==> src/design/dmcpg_pkg.sv <==
// package: constants and types for the dual mode clock phase generator
package dmcpg_pkg;
    // clock select pin levels
    localparam logic MODE_DOUBLE_RATE = 1'b0;
    localparam logic MODE_SINGLE_RATE = 1'b1;
    // reset hold figures, in rising edges of the selected mode's input clock
    localparam int   HOLD_CYC_SINGLE  = 32;
    localparam int   HOLD_CYC_DOUBLE  = 64;
    // pll lock time in microseconds and system clock rate
    localparam int   PLL_LOCK_US      = 500;
    localparam int   CLK_SYS_MHZ      = 50;
    localparam int   PLL_LOCK_CYC     = PLL_LOCK_US * CLK_SYS_MHZ;
    localparam int   CNT_W            = 16;
    // cycle phase encodings
    typedef enum logic [1:0] {
        DMCPG_PH_IDLE,
        DMCPG_PH_A,
        DMCPG_PH_B
    } dmcpg_phase_t;
endpackage

==> src/design/dmcpg_edge_if.sv <==
// interface: sampled edge events from the edge detector to the core
`timescale 1ns/1ps
interface dmcpg_edge_if;
    logic rise;
    logic fall;
    logic level;
    logic phase_n;
    modport src (output rise, output fall, output level, output phase_n);
    modport dst (input rise, input fall, input level, input phase_n);
endinterface // dmcpg_edge_if

==> src/design/dmcpg_edge_det.sv <==
// edge detector: synchronises a clock pin and its phase input
`timescale 1ns/1ps
module dmcpg_edge_det (
    // system
    input  wire logic clk_sys_i,
    input  wire logic srst_i,
    input  wire logic ce_i,
    // pins
    input  wire logic clk_pin_i,
    input  wire logic phase_pin_i,
    // events
    dmcpg_edge_if.src ev
);
    logic [2:0] clk_q;
    logic [2:0] ph_q;

    // two stages before use; third stage is the edge history
    always_ff @(posedge clk_sys_i) begin
        if (srst_i) begin
            clk_q <= 3'h0;
            ph_q  <= 3'h7;
        end else if (ce_i) begin
            clk_q <= {clk_q[1:0], clk_pin_i};
            ph_q  <= {ph_q[1:0], phase_pin_i};
        end
    end

    assign ev.rise    = ce_i & clk_q[1] & ~clk_q[2];
    assign ev.fall    = ce_i & ~clk_q[1] & clk_q[2];
    assign ev.level   = clk_q[1];
    // phase taken from the history stage, one sample older than the clock level, so it is the value just before the edge
    assign ev.phase_n = ph_q[2];
endmodule // dmcpg_edge_det

==> src/design/dmcpg_core.sv <==
// top: internal clock and cycle a/b phase generation, two clock modes
// How it works
// [RL1] select low: timing from double-rate clock plus phase select
// [RL2] double-rate mode: internal clock is double-rate clock halved by phase
// [RL3] double-rate mode: operations use both double-rate and derived clock
// [RL4] cycle a ends at double-rate rising edge with phase select high
// [RL5] cycle b ends at double-rate falling edge with phase select low
// [RL6] host holds cycle a data stable at cycle a end
// [RL7] host holds cycle b data stable at cycle b end
// [RL8] select high: single-rate clock only, others ignored
// [RL9] single-rate mode: clock doubled then halved for internal clock
// [RL10] host holds reset through pll lock plus 32 or 64 cycles
// [RL11] single-rate mode: inputs sampled at twice single-rate frequency
// [RL12] host toggles phase select once per double-rate cycle
`timescale 1ns/1ps
module dmcpg_core #(
    parameter int DATA_W       = 72,
    parameter int LOCK_CYC     = dmcpg_pkg::PLL_LOCK_CYC
) (
    // system
    input  wire logic              clk_sys_i,
    input  wire logic              srst_i,
    input  wire logic              ce_i,
    // clock pins
    input  wire logic              clk_mode_i,
    input  wire logic              double_rate_clock_in_i,
    input  wire logic              phase_select_n_i,
    input  wire logic              single_rate_clock_in_i,
    // data pins
    input  wire logic [DATA_W-1:0] data_i,
    // outputs
    output logic                   int_clk_o,
    output logic                   fast_tick_o,
    output logic                   cycle_a_end_o,
    output logic                   cycle_b_end_o,
    output logic [DATA_W-1:0]      data_a_o,
    output logic [DATA_W-1:0]      data_b_o,
    output logic                   locked_o,
    output logic                   ready_o
);
    import dmcpg_pkg::*;

    ////////////////////////////////////////////////////////////////////
    dmcpg_edge_if dbl_ev ();
    dmcpg_edge_if sgl_ev ();

    dmcpg_edge_det u_dbl (
        .clk_sys_i   (clk_sys_i),
        .srst_i      (srst_i),
        .ce_i        (ce_i),
        .clk_pin_i   (double_rate_clock_in_i),
        .phase_pin_i (phase_select_n_i),
        .ev          (dbl_ev.src)
    );
    dmcpg_edge_det u_sgl (
        .clk_sys_i   (clk_sys_i),
        .srst_i      (srst_i),
        .ce_i        (ce_i),
        .clk_pin_i   (single_rate_clock_in_i),
        .phase_pin_i (1'b1),
        .ev          (sgl_ev.src)
    );

    ////////////////////////////////////////////////////////////////////
    // pin synchronisers for the mode pin and the data bus
    logic [1:0]        mode_q;
    logic [DATA_W-1:0] data_s1_q;
    logic [DATA_W-1:0] data_s2_q;
    logic              mode_sgl;

    // mode pin: two stages, read only from the second
    always_ff @(posedge clk_sys_i) begin
        if (srst_i) begin
            mode_q <= 2'h0;
        end else if (ce_i) begin
            mode_q <= {mode_q[0], clk_mode_i};
        end
    end

    // data keeps the same delay as the clock pin path
    always_ff @(posedge clk_sys_i) begin
        if (srst_i) begin
            data_s1_q <= '0;
            data_s2_q <= '0;
        end else if (ce_i) begin
            data_s1_q <= data_i;
            data_s2_q <= data_s1_q;
        end
    end

    assign mode_sgl = mode_q[1];

    ////////////////////////////////////////////////////////////////////
    // edge history holds reset values for three samples; a pin already
    // high at release would look like a rise, so events wait for it
    logic [2:0] fill_q;

    always_ff @(posedge clk_sys_i) begin
        if (srst_i) begin
            fill_q <= 3'h0;
        end else if (ce_i) begin
            fill_q <= {fill_q[1:0], 1'b1};
        end
    end

    wire warm     = fill_q[2];
    wire dbl_rise = warm & dbl_ev.rise;
    wire dbl_fall = warm & dbl_ev.fall;
    wire sgl_rise = warm & sgl_ev.rise;
    wire sgl_fall = warm & sgl_ev.fall;

    ////////////////////////////////////////////////////////////////////
    // [RL1] double-rate source select
    wire dbl_mode = (mode_sgl == MODE_DOUBLE_RATE);
    // [RL8] single-rate mode ignores double-rate pins
    wire a_end_dbl = dbl_mode & dbl_rise & dbl_ev.phase_n;
    wire b_end_dbl = dbl_mode & dbl_fall & ~dbl_ev.phase_n;
    // [RL9] pll doubling modelled as both edges of the single-rate clock
    wire fast_sgl  = ~dbl_mode & (sgl_rise | sgl_fall);
    wire a_end_sgl = ~dbl_mode & sgl_rise;
    wire b_end_sgl = ~dbl_mode & sgl_fall;

    // [RL4] cycle a end
    wire a_end = a_end_dbl | a_end_sgl;
    // [RL5] cycle b end
    wire b_end = b_end_dbl | b_end_sgl;
    // [RL3] fast tick is the double-rate clock in double-rate mode
    // [RL11] single-rate mode samples at the doubled rate
    wire fast  = (dbl_mode & (dbl_rise | dbl_fall)) | fast_sgl;

    ////////////////////////////////////////////////////////////////////
    logic              int_clk_q;
    logic              a_q;
    logic              b_q;
    logic              fast_q;
    logic [DATA_W-1:0] da_q;
    logic [DATA_W-1:0] db_q;

    // [RL2] halving aligned by phase: high during cycle b
    wire              int_clk_d = a_end | (int_clk_q & ~b_end);
    // [RL6] cycle a data captured at its end
    wire [DATA_W-1:0] da_d      = a_end ? data_s2_q : da_q;
    // [RL7] cycle b data captured at its end
    wire [DATA_W-1:0] db_d      = b_end ? data_s2_q : db_q;

    // end and tick pulses last one system cycle
    always_ff @(posedge clk_sys_i) begin
        if (srst_i) begin
            a_q    <= 1'b0;
            b_q    <= 1'b0;
            fast_q <= 1'b0;
        end else if (ce_i) begin
            a_q    <= a_end;
            b_q    <= b_end;
            fast_q <= fast;
        end
    end

    always_ff @(posedge clk_sys_i) begin
        if (srst_i) begin
            int_clk_q <= 1'b0;
        end else if (ce_i) begin
            int_clk_q <= int_clk_d;
        end
    end

    // captured words hold until the next matching end
    always_ff @(posedge clk_sys_i) begin
        if (srst_i) begin
            da_q <= '0;
            db_q <= '0;
        end else if (ce_i) begin
            da_q <= da_d;
            db_q <= db_d;
        end
    end

    ////////////////////////////////////////////////////////////////////
    // lock timer is coarse: counted on the system clock, not the pll
    // limitation: LOCK_CYC must fit in CNT_W bits or the compare value truncates and lock comes early
    logic [CNT_W-1:0] lock_q;
    logic [CNT_W-1:0] extra_q;
    logic             locked_q;
    logic             ready_q;

    wire  [CNT_W-1:0] extra_need = dbl_mode ? CNT_W'(HOLD_CYC_DOUBLE)
                                            : CNT_W'(HOLD_CYC_SINGLE);
    wire              clk_tick   = dbl_mode ? dbl_rise : sgl_rise;
    wire              lock_run   = ~locked_q;
    wire              lock_done  = (lock_q >= CNT_W'(LOCK_CYC - 1));
    // [RL10] extra cycles counted only once the pll timer is done
    wire              extra_run  = locked_q & ~ready_q & clk_tick;
    wire              extra_done = (extra_q >= extra_need - CNT_W'(1));

    wire  [CNT_W-1:0] lock_d   = lock_run ? lock_q + CNT_W'(1) : lock_q;
    wire              locked_d = lock_run ? lock_done : locked_q;
    wire  [CNT_W-1:0] extra_d  = extra_run ? extra_q + CNT_W'(1) : extra_q;
    wire              ready_d  = extra_run ? extra_done : ready_q;

    // pll lock timer
    always_ff @(posedge clk_sys_i) begin
        if (srst_i) begin
            lock_q   <= '0;
            locked_q <= 1'b0;
        end else if (ce_i) begin
            lock_q   <= lock_d;
            locked_q <= locked_d;
        end
    end

    // [RL10] readiness after lock plus extra cycles
    always_ff @(posedge clk_sys_i) begin
        if (srst_i) begin
            extra_q <= '0;
            ready_q <= 1'b0;
        end else if (ce_i) begin
            extra_q <= extra_d;
            ready_q <= ready_d;
        end
    end

    assign int_clk_o     = int_clk_q;
    assign fast_tick_o   = fast_q;
    assign cycle_a_end_o = a_q;
    assign cycle_b_end_o = b_q;
    assign data_a_o      = da_q;
    assign data_b_o      = db_q;
    assign locked_o      = locked_q;
    assign ready_o       = ready_q;
endmodule // dmcpg_core

==> config.mk <==
export PLATFORM = sky130hd
export DESIGN_NAME = dmcpg_core
export DESIGN_NICKNAME = d
export VERILOG_FILES = /design/src/design/dmcpg_pkg.sv /design/src/design/dmcpg_edge_if.sv /design/src/design/dmcpg_edge_det.sv /design/src/design/dmcpg_core.sv
export SDC_FILE = /design/constraint.sdc
export NUM_CORES = 1
export LEC_CHECK = 0
export BUFFER_PORTS_ARGS = -buffer_cell sky130_fd_sc_hd__buf_4
export CAP_MARGIN = 20
export CORE_AREA = 2 2 164 166
export DETAILED_ROUTE_END_ITERATION = 6
export DIE_AREA = 0 0 166 168
export PLACE_DENSITY = 0.74
export SLEW_MARGIN = 15
export SYNTH_ARGS = -nofsm -noshare
export SYNTH_HDL_FRONTEND = slang
export SYNTH_SLANG_ARGS = --single-unit
==> constraint.sdc <==
create_clock -name clk_sys_i -period 1.9 [get_ports clk_sys_i]
set_clock_uncertainty 0.05 [all_clocks]
set_input_delay 0.38 -clock clk_sys_i [delete_from_list [all_inputs] [get_ports clk_sys_i]]
set_output_delay 0.38 -clock clk_sys_i [all_outputs]
set_load 0.05 [all_outputs]
; ---- Yosys cells after proc, flatten, opt, wreduce, memory -nomap -nowiden
; Cells that the tools add are included.
[word_totals]
regBits = 340
latchBits = 0
ram_bits = 0
romBits = 0
out_inout_bits = 150
wordCells = 67
mem_count = 0
[classes]
n_addsub = 3
n_mul = 0
div = 0
magnitude_cmp = 2
n_eq_ne = 0
n_shift = 0
mux = 3
bitwise = 38
n_reduce_logical = 4
[op_table]
columns = operator, count
row1 = "16-bit by 1-bit adder with 16-bit output, second input constant", 2
row2 = 1-bit AND, 23
row3 = "16-bit by 15-bit greater-or-equal comparator with 1-bit output, second input constant", 1
row4 = 16-bit greater-or-equal comparator, 1
row5 = 1-bit inverter, 9
row6 = 2-bit AND reduction, 4
row7 = "7-bit by 1-bit subtractor with 8-bit output, second input constant", 1
row8 = 7-bit 2-to-1 mux, 1
row9 = 1-bit bitwise OR, 6
row10 = 1-bit 2-to-1 mux, 2

; ---- Logic depth before layout (Yosys ltp)
; Gate-level depths: netlist of run 1.
[depth]
depth_word = 10
mapped_depth = 7
depth_no_buf = 5

; ---- Modules after synthesis
; A second synthesis of run 1 with hierarchy kept.
[hier_totals]
hier_cells = 1288
area_unflattened_um2 = 12428.2
[modules_own_cells]
columns = module, n_inst, cells_each, area_each_um2
row1 = dmcpg_core, 1, 1244, 11945.2
row2 = dmcpg_edge_det, 2, 22, 241.5

; ---- Worst setup path before layout of run 1
; OpenSTA, ideal clock, no wires.
[synth_path]
path_type = reg2reg
from = reg locked_q (netlist: locked_o)
to = reg extra_q[15]
setup_time_ns = 0.123
arrival_time_ns = 1.788
setup_slack_ns = -0.061
path_stages_with_launch = 6
synth_period_minus_slack_ns = 1.961
path_cell_list = dfxtp_1 nand4b_1 a211o_1 buf_6 nor4_2 mux2_1
[synth_via]
elab_chain_cells = 3
[synth_lines]
columns = element, line_no
row1 = start: declaration, dmcpg_core.sv:183  ; logic locked_q;
row2 = start signal: assignment, dmcpg_core.sv:207  ; locked_q <= locked_d;
row3 = 1-bit AND (2 in series), dmcpg_core.sv:192  ; wire extra_run = locked_q & ~ready_q & clk_tick;
row4 = 2-bit AND reduction (no source line), n/a
row5 = end signal: assignment, dmcpg_core.sv:217  ; extra_q <= extra_d;
row6 = end: declaration, dmcpg_core.sv:182  ; logic [CNT_W-1:0] extra_q;
; Every way passes these cells.
; A chain may end at the register's enable or synchronous reset.

; ---- Worst setup path in the final report of run 1
[layout_path]
from = reg mode_q[1]
to = reg extra_q[9]
[layout_via]
elab_chain_cells = 3
[layout_lines]
columns = element, line_no
row1 = start: declaration, dmcpg_core.sv:66  ; logic [1:0] mode_q;
row2 = start signal: assignment, dmcpg_core.sv:76  ; mode_q <= {mode_q[0], clk_mode_i};
row3 = 1-bit 2-to-1 mux, dmcpg_core.sv:188  ; wire clk_tick = dbl_mode ? dbl_rise : sgl_rise;
row4 = 1-bit AND, dmcpg_core.sv:192
row5 = 2-bit AND reduction (no source line), n/a
; Every way passes these cells.

==> results by group, run 1 <==
Outcome
  • Run status: completed

Timing
  • Number of setup violations in the final report: 0
  • RSZ-0062 raised after global routing: false
  • Fin. Hold Viols: 0
  • Transition time at the pin with the least slew margin: 727.1 ps
  • Max-slew violation count: 0
  • Headroom to the max-slew limit: 0.5153
  • Crit share post-route: 0.9624
  • Final worst setup slack: 71.37 ps
  • Crit path time final: 1829 ps
  • Highest achievable clock rate: 546.9 MHz

Worst setup path
  • Worst R2R Path Depth: 5
  • Critical path depth in cells: 5
  • Worst path max stage delay: 400 ps
  • Cell chain of the critical path: or3b_1 > a211o_1 > buf_4 > or3_1 > a21oi_1
  • Critical path's slowest cell: sky130_fd_sc_hd__or3b_1
  • Maximum net fanout on the critical path: 6
  • Critical Setup Path Class: reg2reg
  • Startpoint type of the worst setup path: register
  • Data required time of the critical path: 2300 ps
  • Top delay family on crit path: simple AND/OR/NAND/NOR gates
  • WP buf/inv: 1
  • CP Data Arrival Time: 2230 ps
  • Critical Path End Type: register

Clock network
  • Cell chosen for the clock root: sky130_fd_sc_hd__clkbuf_16
  • Number of buffers between clock root and the deepest sink: 3
  • TritonCTS clock tree: built
  • H-tree depth: 2
  • Total CTS buffers: 37
  • Clock latency reported for the late side of the worst-skew pair: 520 ps
  • Clock edge transition at the registers on the reported setup and hold paths: 60 ps
  • Sinks on Clock Net: 340

Floorplanning
  • Core area: 26350 um^2
  • Floorplan die width: 166 um
  • Die area: 27890 um^2
  • Chip Height: 168 um
  • # IOs: 229
  • Number of placement rows: 60
  • Initial Utilization: 0.4910

Run
  • Max-cap violations: 0

Place
  • Port bufs: 228
  • Final estimated routing congestion in global placement: 0.8061
  • Place WS: -19.35 ps
  • HPWL after DPL: 18620 um
  • Placed cell areas: 15320 um^2

Logic synthesis
  • Synth warn: 0
  • Arithmetic-cell share of the synthesized area counting full adders, half adders and majority gates: 0.002901
  • Simple-gate area share of the yosys netlist: 0.1995
  • Main flop type after synthesis: sky130_fd_sc_hd__dfxtp_1
  • EDFF count, synth: 0
  • Net count of the mapped netlist: 1432
  • Leading cell type by number of instances after synthesis: sky130_fd_sc_hd__dfxtp_1
  • Synth unique cells: 42
  • Number of register bits inferred by synthesis: 340
  • Sequential fraction of the synthesis area: 0.5261
  • Commonest cells in the netlist: sky130_fd_sc_hd__dfxtp_1 (340), sky130_fd_sc_hd__mux2i_1 (228), sky130_fd_sc_hd__nor2_1 (176), sky130_fd_sc_hd__nand2_1 (155), sky130_fd_sc_hd__nand2b_1 (148)
  • Main combinational cell family by area after synthesis: simple AND/OR/NAND/NOR gates
  • Instance count of the mapped netlist: 1350
  • Synthesized-area fraction occupied by ao, oa, aoi and oai cells: 0.05116
  • Xor and xnor fraction of the mapped netlist area: 0.01083
  • Area share of the leading cell type in the synthesized netlist: 0.5261
  • Average footprint of a synthesized cell: 9.584 um^2
  • Multiplexer area fraction after synthesis: 0.1773
  • Library cell with the largest summed area after synthesis: sky130_fd_sc_hd__dfxtp_1
  • Dominant cells by area after synthesis: sky130_fd_sc_hd__dfxtp_1 (53%), sky130_fd_sc_hd__mux2i_1 (18%), sky130_fd_sc_hd__nand2b_1 (7.2%)
  • Cell area after synthesis: 12940 um^2
  • Share of flip-flops with an asynchronous set or reset: 0

Global routing
  • Global routing met1 resource utilization: 0.2528
  • Overflow after GRT: 0
  • Number of global-route vias before repair: 9298
  • Global-route wire length before repair: 45960 um
  • Met2 GRT Util: 0.3110
  • Pin count of the biggest net entering global routing: 94
  • Total track usage: 0.1959
  • Global-route layer with the greatest usage: met2
  • Antenna violations before repair: 0
  • M3 GR Usage: 0.06582

Layout
  • Area of combinational cells with multiple inputs: 5744 um^2
  • Share of layout cells above drive strength 1: 0.2167
  • Post-layout instance area: 16600 um^2
  • Filler cell count in the final layout: 2240
  • Synthesis-to-finish area growth: 28.27%
  • Antenna cell count: 0
  • Nets: 1657
  • FF/Latch Area: 6808 um^2

Drt
  • Total wirelength of the detailed-routed design: 28230 um
  • Drt via density: 5.007
  • Post-detailed-route wirelength per cell: 14.54 um
  • Number of nets with antenna violations after routing: 0
  • Vias: 9723
  • Router iterations before antenna repair: 5
  • Drt drc: 0
  • 1st-iter DRT viols: 608

Power and ir drop
  • Pwr per Cell Area: 924.3 nW/um^2
  • Maximum resistive drop on vdd: 0.0006444 V
  • Leakage power: 0.007371 uW

Min path
  • Hold depth: 3
  • Path type of the worst min-delay path: in2reg
==> per-layer routing <==
metal	share of wire	vias to the layer above
met2	0.45	216
met3	0.074	48
met5	0	-
li1	-	4939
met1	0.46	4520
met4	0.021	0
==> placed cells by master (no fill, tap or decap), types with 2 or more instances in the layout <==
cell / n
sky130_fd_sc_hd__nand2b_1: 148
sky130_fd_sc_hd__o21ai_0: 9
sky130_fd_sc_hd__nor3_1: 2
sky130_fd_sc_hd__clkbuf_16: 37
sky130_fd_sc_hd__xnor2_1: 4
sky130_fd_sc_hd__clkbuf_1: 5
sky130_fd_sc_hd__clkinv_2: 7
sky130_fd_sc_hd__buf_12: 18
sky130_fd_sc_hd__and4b_1: 4
sky130_fd_sc_hd__buf_8: 2
sky130_fd_sc_hd__and3b_1: 2
sky130_fd_sc_hd__dfxtp_1: 339
sky130_fd_sc_hd__nor4_1: 3
sky130_fd_sc_hd__and4_1: 3
sky130_fd_sc_hd__a21oi_1: 94
sky130_fd_sc_hd__clkinv_8: 2
sky130_fd_sc_hd__nand2_1: 155
sky130_fd_sc_hd__bufinv_16: 3
sky130_fd_sc_hd__mux2i_1: 228
sky130_fd_sc_hd__a211o_1: 4
sky130_fd_sc_hd__or4_1: 6
sky130_fd_sc_hd__clkbuf_8: 9
sky130_fd_sc_hd__nand3_1: 9
sky130_fd_sc_hd__xor2_1: 12
sky130_fd_sc_hd__ha_1: 3
sky130_fd_sc_hd__and2_1: 2
sky130_fd_sc_hd__inv_1: 6
sky130_fd_sc_hd__o31ai_1: 7
sky130_fd_sc_hd__nor2_1: 176
sky130_fd_sc_hd__or3_1: 8
sky130_fd_sc_hd__nor2b_1: 5
sky130_fd_sc_hd__o211ai_1: 2
sky130_fd_sc_hd__buf_4: 260
sky130_fd_sc_hd__nand4_1: 9
==> report_power, final <==
group / switching (uW) / internal, uW / leakage (uW)
sequential: 99.8 / 7290 / 0.00276
combinational: 357 / 408 / 0.00400
clock: 2830 / 4360 / 0.000615
==> worst reg2reg max path, delay by kind of cell (launching register included) <==
| family | cells | cell delay (ps) |
|---|---|---|
| and+or+nand+nor | 2 | 710 |
| buffers and inverters | 1 | 180 |
| DFF | 1 | 340 |
| AOI/OAI and AO/OA | 2 | 480 |
==> kinds of logic (layout without fill, tap and decap cells) <==
family	Yosys count	count (layout)
buffers and inverters	101	352
adders and majority gates	3	3
AOI/OAI and AO/OA	122	122
muxes	229	229
xor gates and xnor gates	16	16
and+or+nand+nor	539	539
DFF	340	340
==> stage by stage <==
step / hold WS, ps / total power [uW] / TNS (ps) / util / std cells
finish: 41.66 / 15340 / 0 / 0.6298 / 1942
global route: 38.08 / 15900 / 0 / 0.6298 / 1942
CTS: 16.87 / 15540 / 0 / 0.6296 / 1942
detailed placement: 396.6 / 8316 / -37.57 / 0.5815 / 1874
global placement: 394.1 / 8291 / 0 / 0.5815 / 1874
floorplan: 381.4 / 8023 / 0 / - / 1350
==> final cells by class <==
class | count | area share
tap | 341 | 0.02571
clock buffer | 51 | 0.06438
clock inverter | 14 | 0.01048
sequential | 340 | 0.4102
multi-input combinational | 909 | 0.3461
inverter | 6 | 0.001357
timing repair buffer | 281 | 0.1417
==> what timing repair did <==
action | in CTS | in global routing
buffers inserted | 2 | 0
gates cloned | 0 | 0
endpoints found under the hold margin | 1 | 0
resized for setup | 0 | 1
hold buffers | 1 | 0
pin swaps | 0 | 1
endpoints found under the setup margin | 2 | 44
==> worst paths after layout <==
kind                                   start      endpoint  slack (ps)
worst min register to register  data_b_o[48]  data_b_o[48]         400
worst max register to register     mode_q[1]    extra_q[9]          70
worst min-delay path               data_i[4]  data_s1_q[4]          40
worst max-delay path               mode_q[1]    extra_q[9]          70
==> flip-flops by register name, summed over array words and instances, names as in the netlist, 16 cells and up <==
name and flops:
extra_q 16, data_s1_q 72, data_b_o 72, data_a_o 72, data_s2_q 72, lock_q 16
(Power assumes the default switching activity.)
==> run 2, diff against run 1 <==
--- a/config.mk
+++ b/config.mk
@@ -5,13 +5,14 @@
 export SDC_FILE = /design/constraint.sdc
 export NUM_CORES = 1
 export LEC_CHECK = 0
-export BUFFER_PORTS_ARGS = -buffer_cell sky130_fd_sc_hd__buf_4
 export CAP_MARGIN = 20
 export CORE_AREA = 2 2 164 166
 export DETAILED_ROUTE_END_ITERATION = 6
 export DIE_AREA = 0 0 166 168
-export PLACE_DENSITY = 0.74
+export DONT_BUFFER_PORTS = 1
+export PLACE_DENSITY = 0.66
 export SLEW_MARGIN = 15
 export SYNTH_ARGS = -nofsm -noshare
 export SYNTH_HDL_FRONTEND = slang
 export SYNTH_SLANG_ARGS = --single-unit
+export TNS_END_PERCENT = 50
==> results by group, run 2 (synthesized netlist as in run 1, its figures left out) <==
Layout
  • Count of placed standard cells in the final layout, fillers left out: 1854 (-4.5%)
  • Share of layout cells above drive strength 1: 0.05948 (-0.1573)
  • Filler cell count in the final layout: 2248 (+0.36%)
  • FF/Latch Area: 6808 um^2 (unchanged)
  • Nets: 1568 (-5.4%)
  • Synthesis-to-finish area growth: 24.84%
  • Antenna cell count: 0 (unchanged)
  • Fraction of the core area covered by cells at the end of the flow: 0.6130 (-0.01681)
  • Highest-count cells in the layout ignoring fill and taps: sky130_fd_sc_hd__dfxtp_1 (339), sky130_fd_sc_hd__mux2i_1 (228), sky130_fd_sc_hd__nor2_1 (176)
  • Area of combinational cells with multiple inputs: 5747 um^2 (about the same)
  • Post-layout instance area: 16150 um^2 (-2.7%)
  • Commonest non-fill, non-tap cell in the layout: sky130_fd_sc_hd__dfxtp_1

Clock network
  • Clock latency reported for the late side of the worst-skew pair: 520 ps (about the same)
  • TritonCTS clock tree: built
  • H-tree depth: 2 (unchanged)
  • Number of hold buffers added after cts: 169 (+168)
  • Clock edge transition at the registers on the reported setup and hold paths: 60 ps (about the same)
  • Sinks on Clock Net: 340 (unchanged)
  • Number of buffers between clock root and the deepest sink: 3 (unchanged)
  • Cell chosen for the clock root: sky130_fd_sc_hd__clkbuf_16
  • Total CTS buffers: 36 (-2.7%)

Global routing
  • Total track usage: 0.1985 (+0.002588)
  • Global-route wire length before repair: 46440 um (+1.1%)
  • Antenna violations before repair: 0 (unchanged)
  • Overflow after GRT: 0 (unchanged)
  • Pin count of the biggest net entering global routing: 415 (+340%)
  • Number of global-route vias before repair: 9146 (-1.6%)

Floorplanning
  • Die area: 27890 um^2 (unchanged)
  • Number of placement rows: 60 (unchanged)
  • Initial Utilization: 0.4910 (unchanged)
  • Core area: 26350 um^2 (unchanged)
  • # IOs: 229 (unchanged)
  • Floorplan die width: 166 um (unchanged)
  • Chip Height: 168 um (unchanged)

Timing
  • Final-layout worst hold slack: -114.5 ps (-156.2 ps)
  • Number of setup violations in the final report: 0 (unchanged)
  • Highest achievable clock rate: 537.9 MHz (-1.6%)
  • Crit share post-route: 0.9784 (+0.01599)
  • Fin. Hold Viols: 11 (+11)
  • Max-slew violation count: 0 (unchanged)
  • Crit path time final: 1859 ps (+30.38 ps)
  • Headroom to the max-slew limit: 0.5792 (+0.06394)
  • RSZ-0062 raised after global routing: true
  • Transition time at the pin with the least slew margin: 630.3 ps (-96.77 ps)

Place
  • Final estimated routing congestion in global placement: 0.7396 (-8.2%)
  • Number of placed instances with taps included: 1618 (-14%)
  • HPWL after DPL: 15530 um (-17%)
  • Port bufs: 0 (-100%)
  • Placed cell areas: 13240 um^2 (-14%)

Drt
  • 1st-iter DRT viols: 504 (-17%)
  • Drt via density: 5.091 (+1.7%)
  • Post-detailed-route wirelength per cell: 15.37 um (+5.8%)
  • Vias: 9439 (-2.9%)
  • Router iterations before antenna repair: 6 (+1)
  • Number of nets with antenna violations after routing: 0 (unchanged)
  • Drt drc: 0 (unchanged)
  • Total wirelength of the detailed-routed design: 28500 um (+0.97%)

Worst setup path
  • Startpoint type of the worst setup path: register
  • Worst path max stage delay: 560 ps (+160 ps)
  • Critical Path End Type: register
  • CP Data Arrival Time: 2200 ps (-30 ps)
  • Maximum net fanout on the critical path: 3 (-3)
  • Data required time of the critical path: 2240 ps (-60 ps)
  • Critical path's slowest cell: sky130_fd_sc_hd__dlygate4sd3_1
  • Critical Setup Path Class: reg2reg
  • Cell chain of the critical path: or3b_1 > a21oi_1 > buf_4 > xnor2_1 > nor2_1 > dlygate4sd3_1

Outcome
  • Run status: complete, but fails checks
  • Violations in the final reports: negative hold slack

Power and ir drop
  • Maximum resistive drop on vdd: 0.0007969 V (+24%)
  • Leakage power: 0.007033 uW (-4.6%)
  • Pwr per Cell Area: 930.4 nW/um^2 (+0.66%)

Min path
  • Path type of the worst min-delay path: in2reg

Run
  • Max-cap violations: 0 (unchanged)
run 2: cell types whose count changed in the layout (fill, tap and decap cells not counted), moves of 2 or more:
| cell | before | now |
|---|---|---|
| sky130_fd_sc_hd__clkinv_8 | 2 | 0 |
| sky130_fd_sc_hd__clkbuf_1 | 5 | 7 |
| sky130_fd_sc_hd__buf_12 | 18 | 6 |
| sky130_fd_sc_hd__buf_4 | 260 | 18 |
| sky130_fd_sc_hd__buf_8 | 2 | 0 |
| sky130_fd_sc_hd__dlygate4sd3_1 | 1 | 169 |
run 2: final timing paths:
kind              slack, ps  cells after the start            to          start
setup / recovery         40                      6    extra_q[0]      mode_q[1]
hold / removal         -110                      1  data_b_o[19]         srst_i
setup reg to reg         40                      6    extra_q[0]      mode_q[1]
hold reg to reg         420                      2  data_b_o[30]  data_s2_q[30]
run 2: final cells by class:
class	instances	share of cell area
flip-flops and latches	340	0.4215
well taps	341	0.02641
repair buffers	193	0.1205
clock inverters	11	0.006971
inverters	6	0.001394
clock buffers	54	0.06747
multi-input cells	909	0.3558
run 2: repair_timing:
action,4_1_cts,5_1_grt
hold endpoints to repair,266,96
resized for setup,0,2
setup endpoints to repair,0,4
setup buffers,0,2
run 2: layer usage:
metal | vias up | wire length [um] | GRT usage
li1 | 4780 | - | -
met1 | 4385 | 12720 | 0.2479
met2 | 226 | 12620 | 0.3173
met3 | 48 | 2546 | 0.08016
met4 | 0 | 620 | 0.05747
met5 | - | 0 | 0
run 2: worst max-delay path: cells and delay by family (launching register included):
family          cells  cell delay, ps
compound gates      1             150
xor+xnor            1             110
simple gates        2             440
flops               1             300
buf+inv             2             700
run 2: stage by stage:
| step | power (uW) | hold slack, ps | setup WS (ps) | setup TNS [ps] |
|---|---|---|---|---|
| 6_report | 15030 | -114.5 | 41.00 | 0 |
| 5_1_grt | 15540 | -122.1 | -6.817 | -6.817 |
| 4_1_cts | 15200 | -108.7 | 10.86 | 0 |
| 3_5_place_dp | 7900 | 395.6 | 107.1 | 0 |
| 3_3_place_gp | 7884 | 389.3 | 121.9 | 0 |
| 2_1_floorplan | 8023 | 381.4 | 8.422 | 0 |
run 2: report_power, final:
| group | internal [uW] | switching [uW] | total, uW |
|---|---|---|---|
| Clock | 4240 | 2800 | 7050 |
| Combinational | 435 | 150 | 586 |
| Sequential | 7290 | 102 | 7400 |
==> run 3, diff against run 2 <==
==> constraint.sdc (replaced) <==
create_clock -name clk_sys_i -period 1.5 [get_ports clk_sys_i]
set_clock_uncertainty 0.05 [all_clocks]
set_input_delay 0.3 -clock clk_sys_i [delete_from_list [all_inputs] [get_ports clk_sys_i]]
set_output_delay 0.3 -clock clk_sys_i [all_outputs]
set_load 0.05 [all_outputs]
==> results by group, run 3 (synthesized netlist as in run 1, its figures left out) <==
Clock network
  • Cell chosen for the clock root: sky130_fd_sc_hd__clkbuf_16
  • Clock edge transition at the registers on the reported setup and hold paths: 60 ps (about the same)
  • Clock latency reported for the late side of the worst-skew pair: 510 ps (about the same)
  • Number of buffers between clock root and the deepest sink: 3 (unchanged)
  • Total CTS buffers: 37 (+2.8%)
  • H-tree depth: 2 (unchanged)
  • TritonCTS clock tree: built
  • Sinks on Clock Net: 340 (unchanged)

Layout
  • Count of placed standard cells in the final layout, fillers left out: 2014 (+8.6%)
  • Filler cell count in the final layout: 2034 (-9.5%)
  • Nets: 1728 (+10%)
  • Antenna cell count: 0 (unchanged)
  • Highest-count cells in the layout ignoring fill and taps: sky130_fd_sc_hd__dfxtp_1 (271), sky130_fd_sc_hd__dlygate4sd3_1 (260), sky130_fd_sc_hd__mux2i_1 (225)
  • Synthesis-to-finish area growth: 39.70%
  • Commonest non-fill, non-tap cell in the layout: sky130_fd_sc_hd__dfxtp_1
  • Share of layout cells above drive strength 1: 0.1482 (+0.08875)
  • Fraction of the core area covered by cells at the end of the flow: 0.6859 (+0.07293)

Global routing
  • Pin count of the biggest net entering global routing: 415 (unchanged)
  • Antenna violations before repair: 0 (unchanged)
  • Global-route wire length before repair: 51620 um (+11%)
  • Number of global-route vias before repair: 10210 (+12%)
  • Overflow after GRT: 0 (unchanged)
  • Total track usage: 0.2213 (+0.02285)

Floorplanning
  • Floorplan die width: 166 um (unchanged)
  • Die area: 27890 um^2 (unchanged)
  • Core area: 26350 um^2 (unchanged)
  • # IOs: 229 (unchanged)
  • Initial Utilization: 0.4910 (unchanged)
  • Chip Height: 168 um (unchanged)
  • Number of placement rows: 60 (unchanged)

Worst setup path
  • Worst R2R Path Depth: 4 (-2)
  • Maximum net fanout on the critical path: 5 (+2)
  • Startpoint type of the worst setup path: register
  • Data required time of the critical path: 1870 ps (-370 ps)
  • Setup slack, reg-to-reg: -320 ps (-360 ps)
  • CP Data Arrival Time: 2190 ps (about the same)
  • Critical Path End Type: register
  • Reg2reg end: extra_q[11]
  • R2r startpoint: u_dbl.clk_q[1]
  • Critical Setup Path Class: reg2reg

Outcome
  • Violations in the final reports: negative hold slack, negative setup slack
  • Run status: complete, but fails checks

Drt
  • Drt via density: 5.095 (about the same)
  • 1st-iter DRT viols: 566 (+12%)
  • Post-detailed-route wirelength per cell: 16.12 um (+4.9%)
  • Number of nets with antenna violations after routing: 0 (unchanged)
  • Total wirelength of the detailed-routed design: 32470 um (+14%)
  • Router iterations before antenna repair: 4 (-2)
  • Drt drc: 0 (unchanged)
  • Vias: 10260 (+8.7%)

Timing
  • Crit share post-route: 1.213 (+0.2341)
  • Final worst setup slack: -318.8 ps (-359.8 ps)
  • Final-layout worst hold slack: -62.93 ps (+51.61 ps)
  • RSZ-0062 raised after global routing: true
  • Crit path time final: 1819 ps (-40.18 ps)
  • Fin. Hold Viols: 3 (-8)
  • Highest achievable clock rate: 549.8 MHz (+2.2%)
  • Transition time at the pin with the least slew margin: 1102 ps (+471.7 ps)
  • Max-slew violation count: 0 (unchanged)
  • Number of setup violations in the final report: 189 (+189)
  • Headroom to the max-slew limit: 0.2653 (-0.3139)

Place
  • Port bufs: 0 (unchanged)
  • HPWL after DPL: 16510 um (+6.3%)
  • Number of placed instances with taps included: 1670 (+3.2%)
  • Final estimated routing congestion in global placement: 0.7590 (+2.6%)

Run
  • Max-cap violations: 0 (unchanged)

Power and ir drop
  • Sw power: 3901 uW (+28%)
  • Switching part of the total: 0.2054 (+0.002012)
  • Combinational group share of total power: 0.043 (+0.004)
  • Internal power: 15100 uW (+26%)
  • Share of power burned in the clock network: 0.464 (-0.005)
  • Register share of total power: 0.493 (about the same)
  • Maximum resistive drop on vdd: 0.001039 V (+30%)
  • Pwr per Cell Area: 1051 nW/um^2 (+13%)
  • Leakage power: 0.007622 uW (+8.4%)

Min path
  • Hold path start: srst_i
  • Endpoint, Worst Hold: extra_q[3]
  • Hold depth: 1 (unchanged)
  • Path type of the worst min-delay path: in2reg
run 3: cell types whose count changed in the layout (fill, tap and decap cells not counted), sizes merged:
cell / before / now
clkinvlp: 0 / 1
inv: 8 / 7
buf: 24 / 86
bufinv: 2 / 0
dlygate4sd3: 169 / 260
clkinv: 7 / 6
clkbuf: 54 / 63
a211o: 4 / 5
run 3: timing repair:
| item | in CTS | in global routing |
|---|---|---|
| endpoints found under the setup margin | 304 | 278 |
| setup buffers | 6 | 3 |
| resized for setup | 46 | 51 |
| pin swaps | 12 | 6 |
| hold buffers | 245 | 15 |
| endpoints found under the hold margin | 338 | 139 |
| cloned | 5 | 5 |
run 3: worst max-delay path: stages, from the launching register on:
cell	delay [ps]
sky130_fd_sc_hd__dfxtp_2	350
sky130_fd_sc_hd__or3b_4	410
sky130_fd_sc_hd__a211o_4	380
sky130_fd_sc_hd__or4_1	420
sky130_fd_sc_hd__a21oi_1	130
run 3: final cells by class:
cell class | count | area [um^2] | share of cell area
Sequential cell | 340 | 6900 | 0.3818
Multi-Input combinational cell | 910 | 5886 | 0.3256
Timing Repair Buffer | 351 | 3646 | 0.2017
Clock buffer | 58 | 1147 | 0.06348
Tap cell | 341 | 426.7 | 0.02361
Clock inverter | 8 | 46.29 | 0.002561
Inverter | 6 | 22.52 | 0.001246
run 3: worst max path at each step:
stage	from	end	slack, ps	cells after the start
after floorplan	mode_q[1]	extra_q[15]	-360	6
after global placement	u_dbl.clk_q[1]	extra_q[13]	-270	4
after detailed placement	u_dbl.clk_q[1]	extra_q[15]	-330	4
after CTS	mode_q[1]	extra_q[15]	-270	4
after global routing	u_dbl.clk_q[1]	extra_q[15]	-340	4
final	u_dbl.clk_q[1]	extra_q[11]	-320	4
run 3: power by group through the flow:
stage	logic, uW	registers [uW]	clock network (uW)
5_1_grt	884	9390	9360
3_3_place_gp	436	9560	0
3_5_place_dp	453	9570	0
2_1_floorplan	638	9530	0
4_1_cts	776	9370	8980
6_report	811	9370	8810
run 3: per-stage QoR:
step | setup slack, ps | hold WS (ps) | instance area (um^2) | total power [uW] | TNS [ps]
6_report | -318.8 | -62.93 | 18070 | 19000 | -31690
2_1_floorplan | -356.0 | 372.4 | 13080 | 10170 | -10390
3_3_place_gp | -267.9 | 346.9 | 13740 | 9994 | -23330
4_1_cts | -267.2 | -193.8 | 17660 | 19120 | -27360
5_1_grt | -336.2 | -199.7 | 18070 | 19630 | -44370
3_5_place_dp | -328.2 | 344.7 | 13740 | 10020 | -20110
run 3: routing by layer:
layer  wire length (um)  vias to the layer above  global-route usage
met4                718                        0             0.05898
met1              13810                     4880              0.2735
li1                   -                     5088                   -
met3               2723                       52             0.08134
met5                  0                        -                   0
met2              15220                      242              0.3660
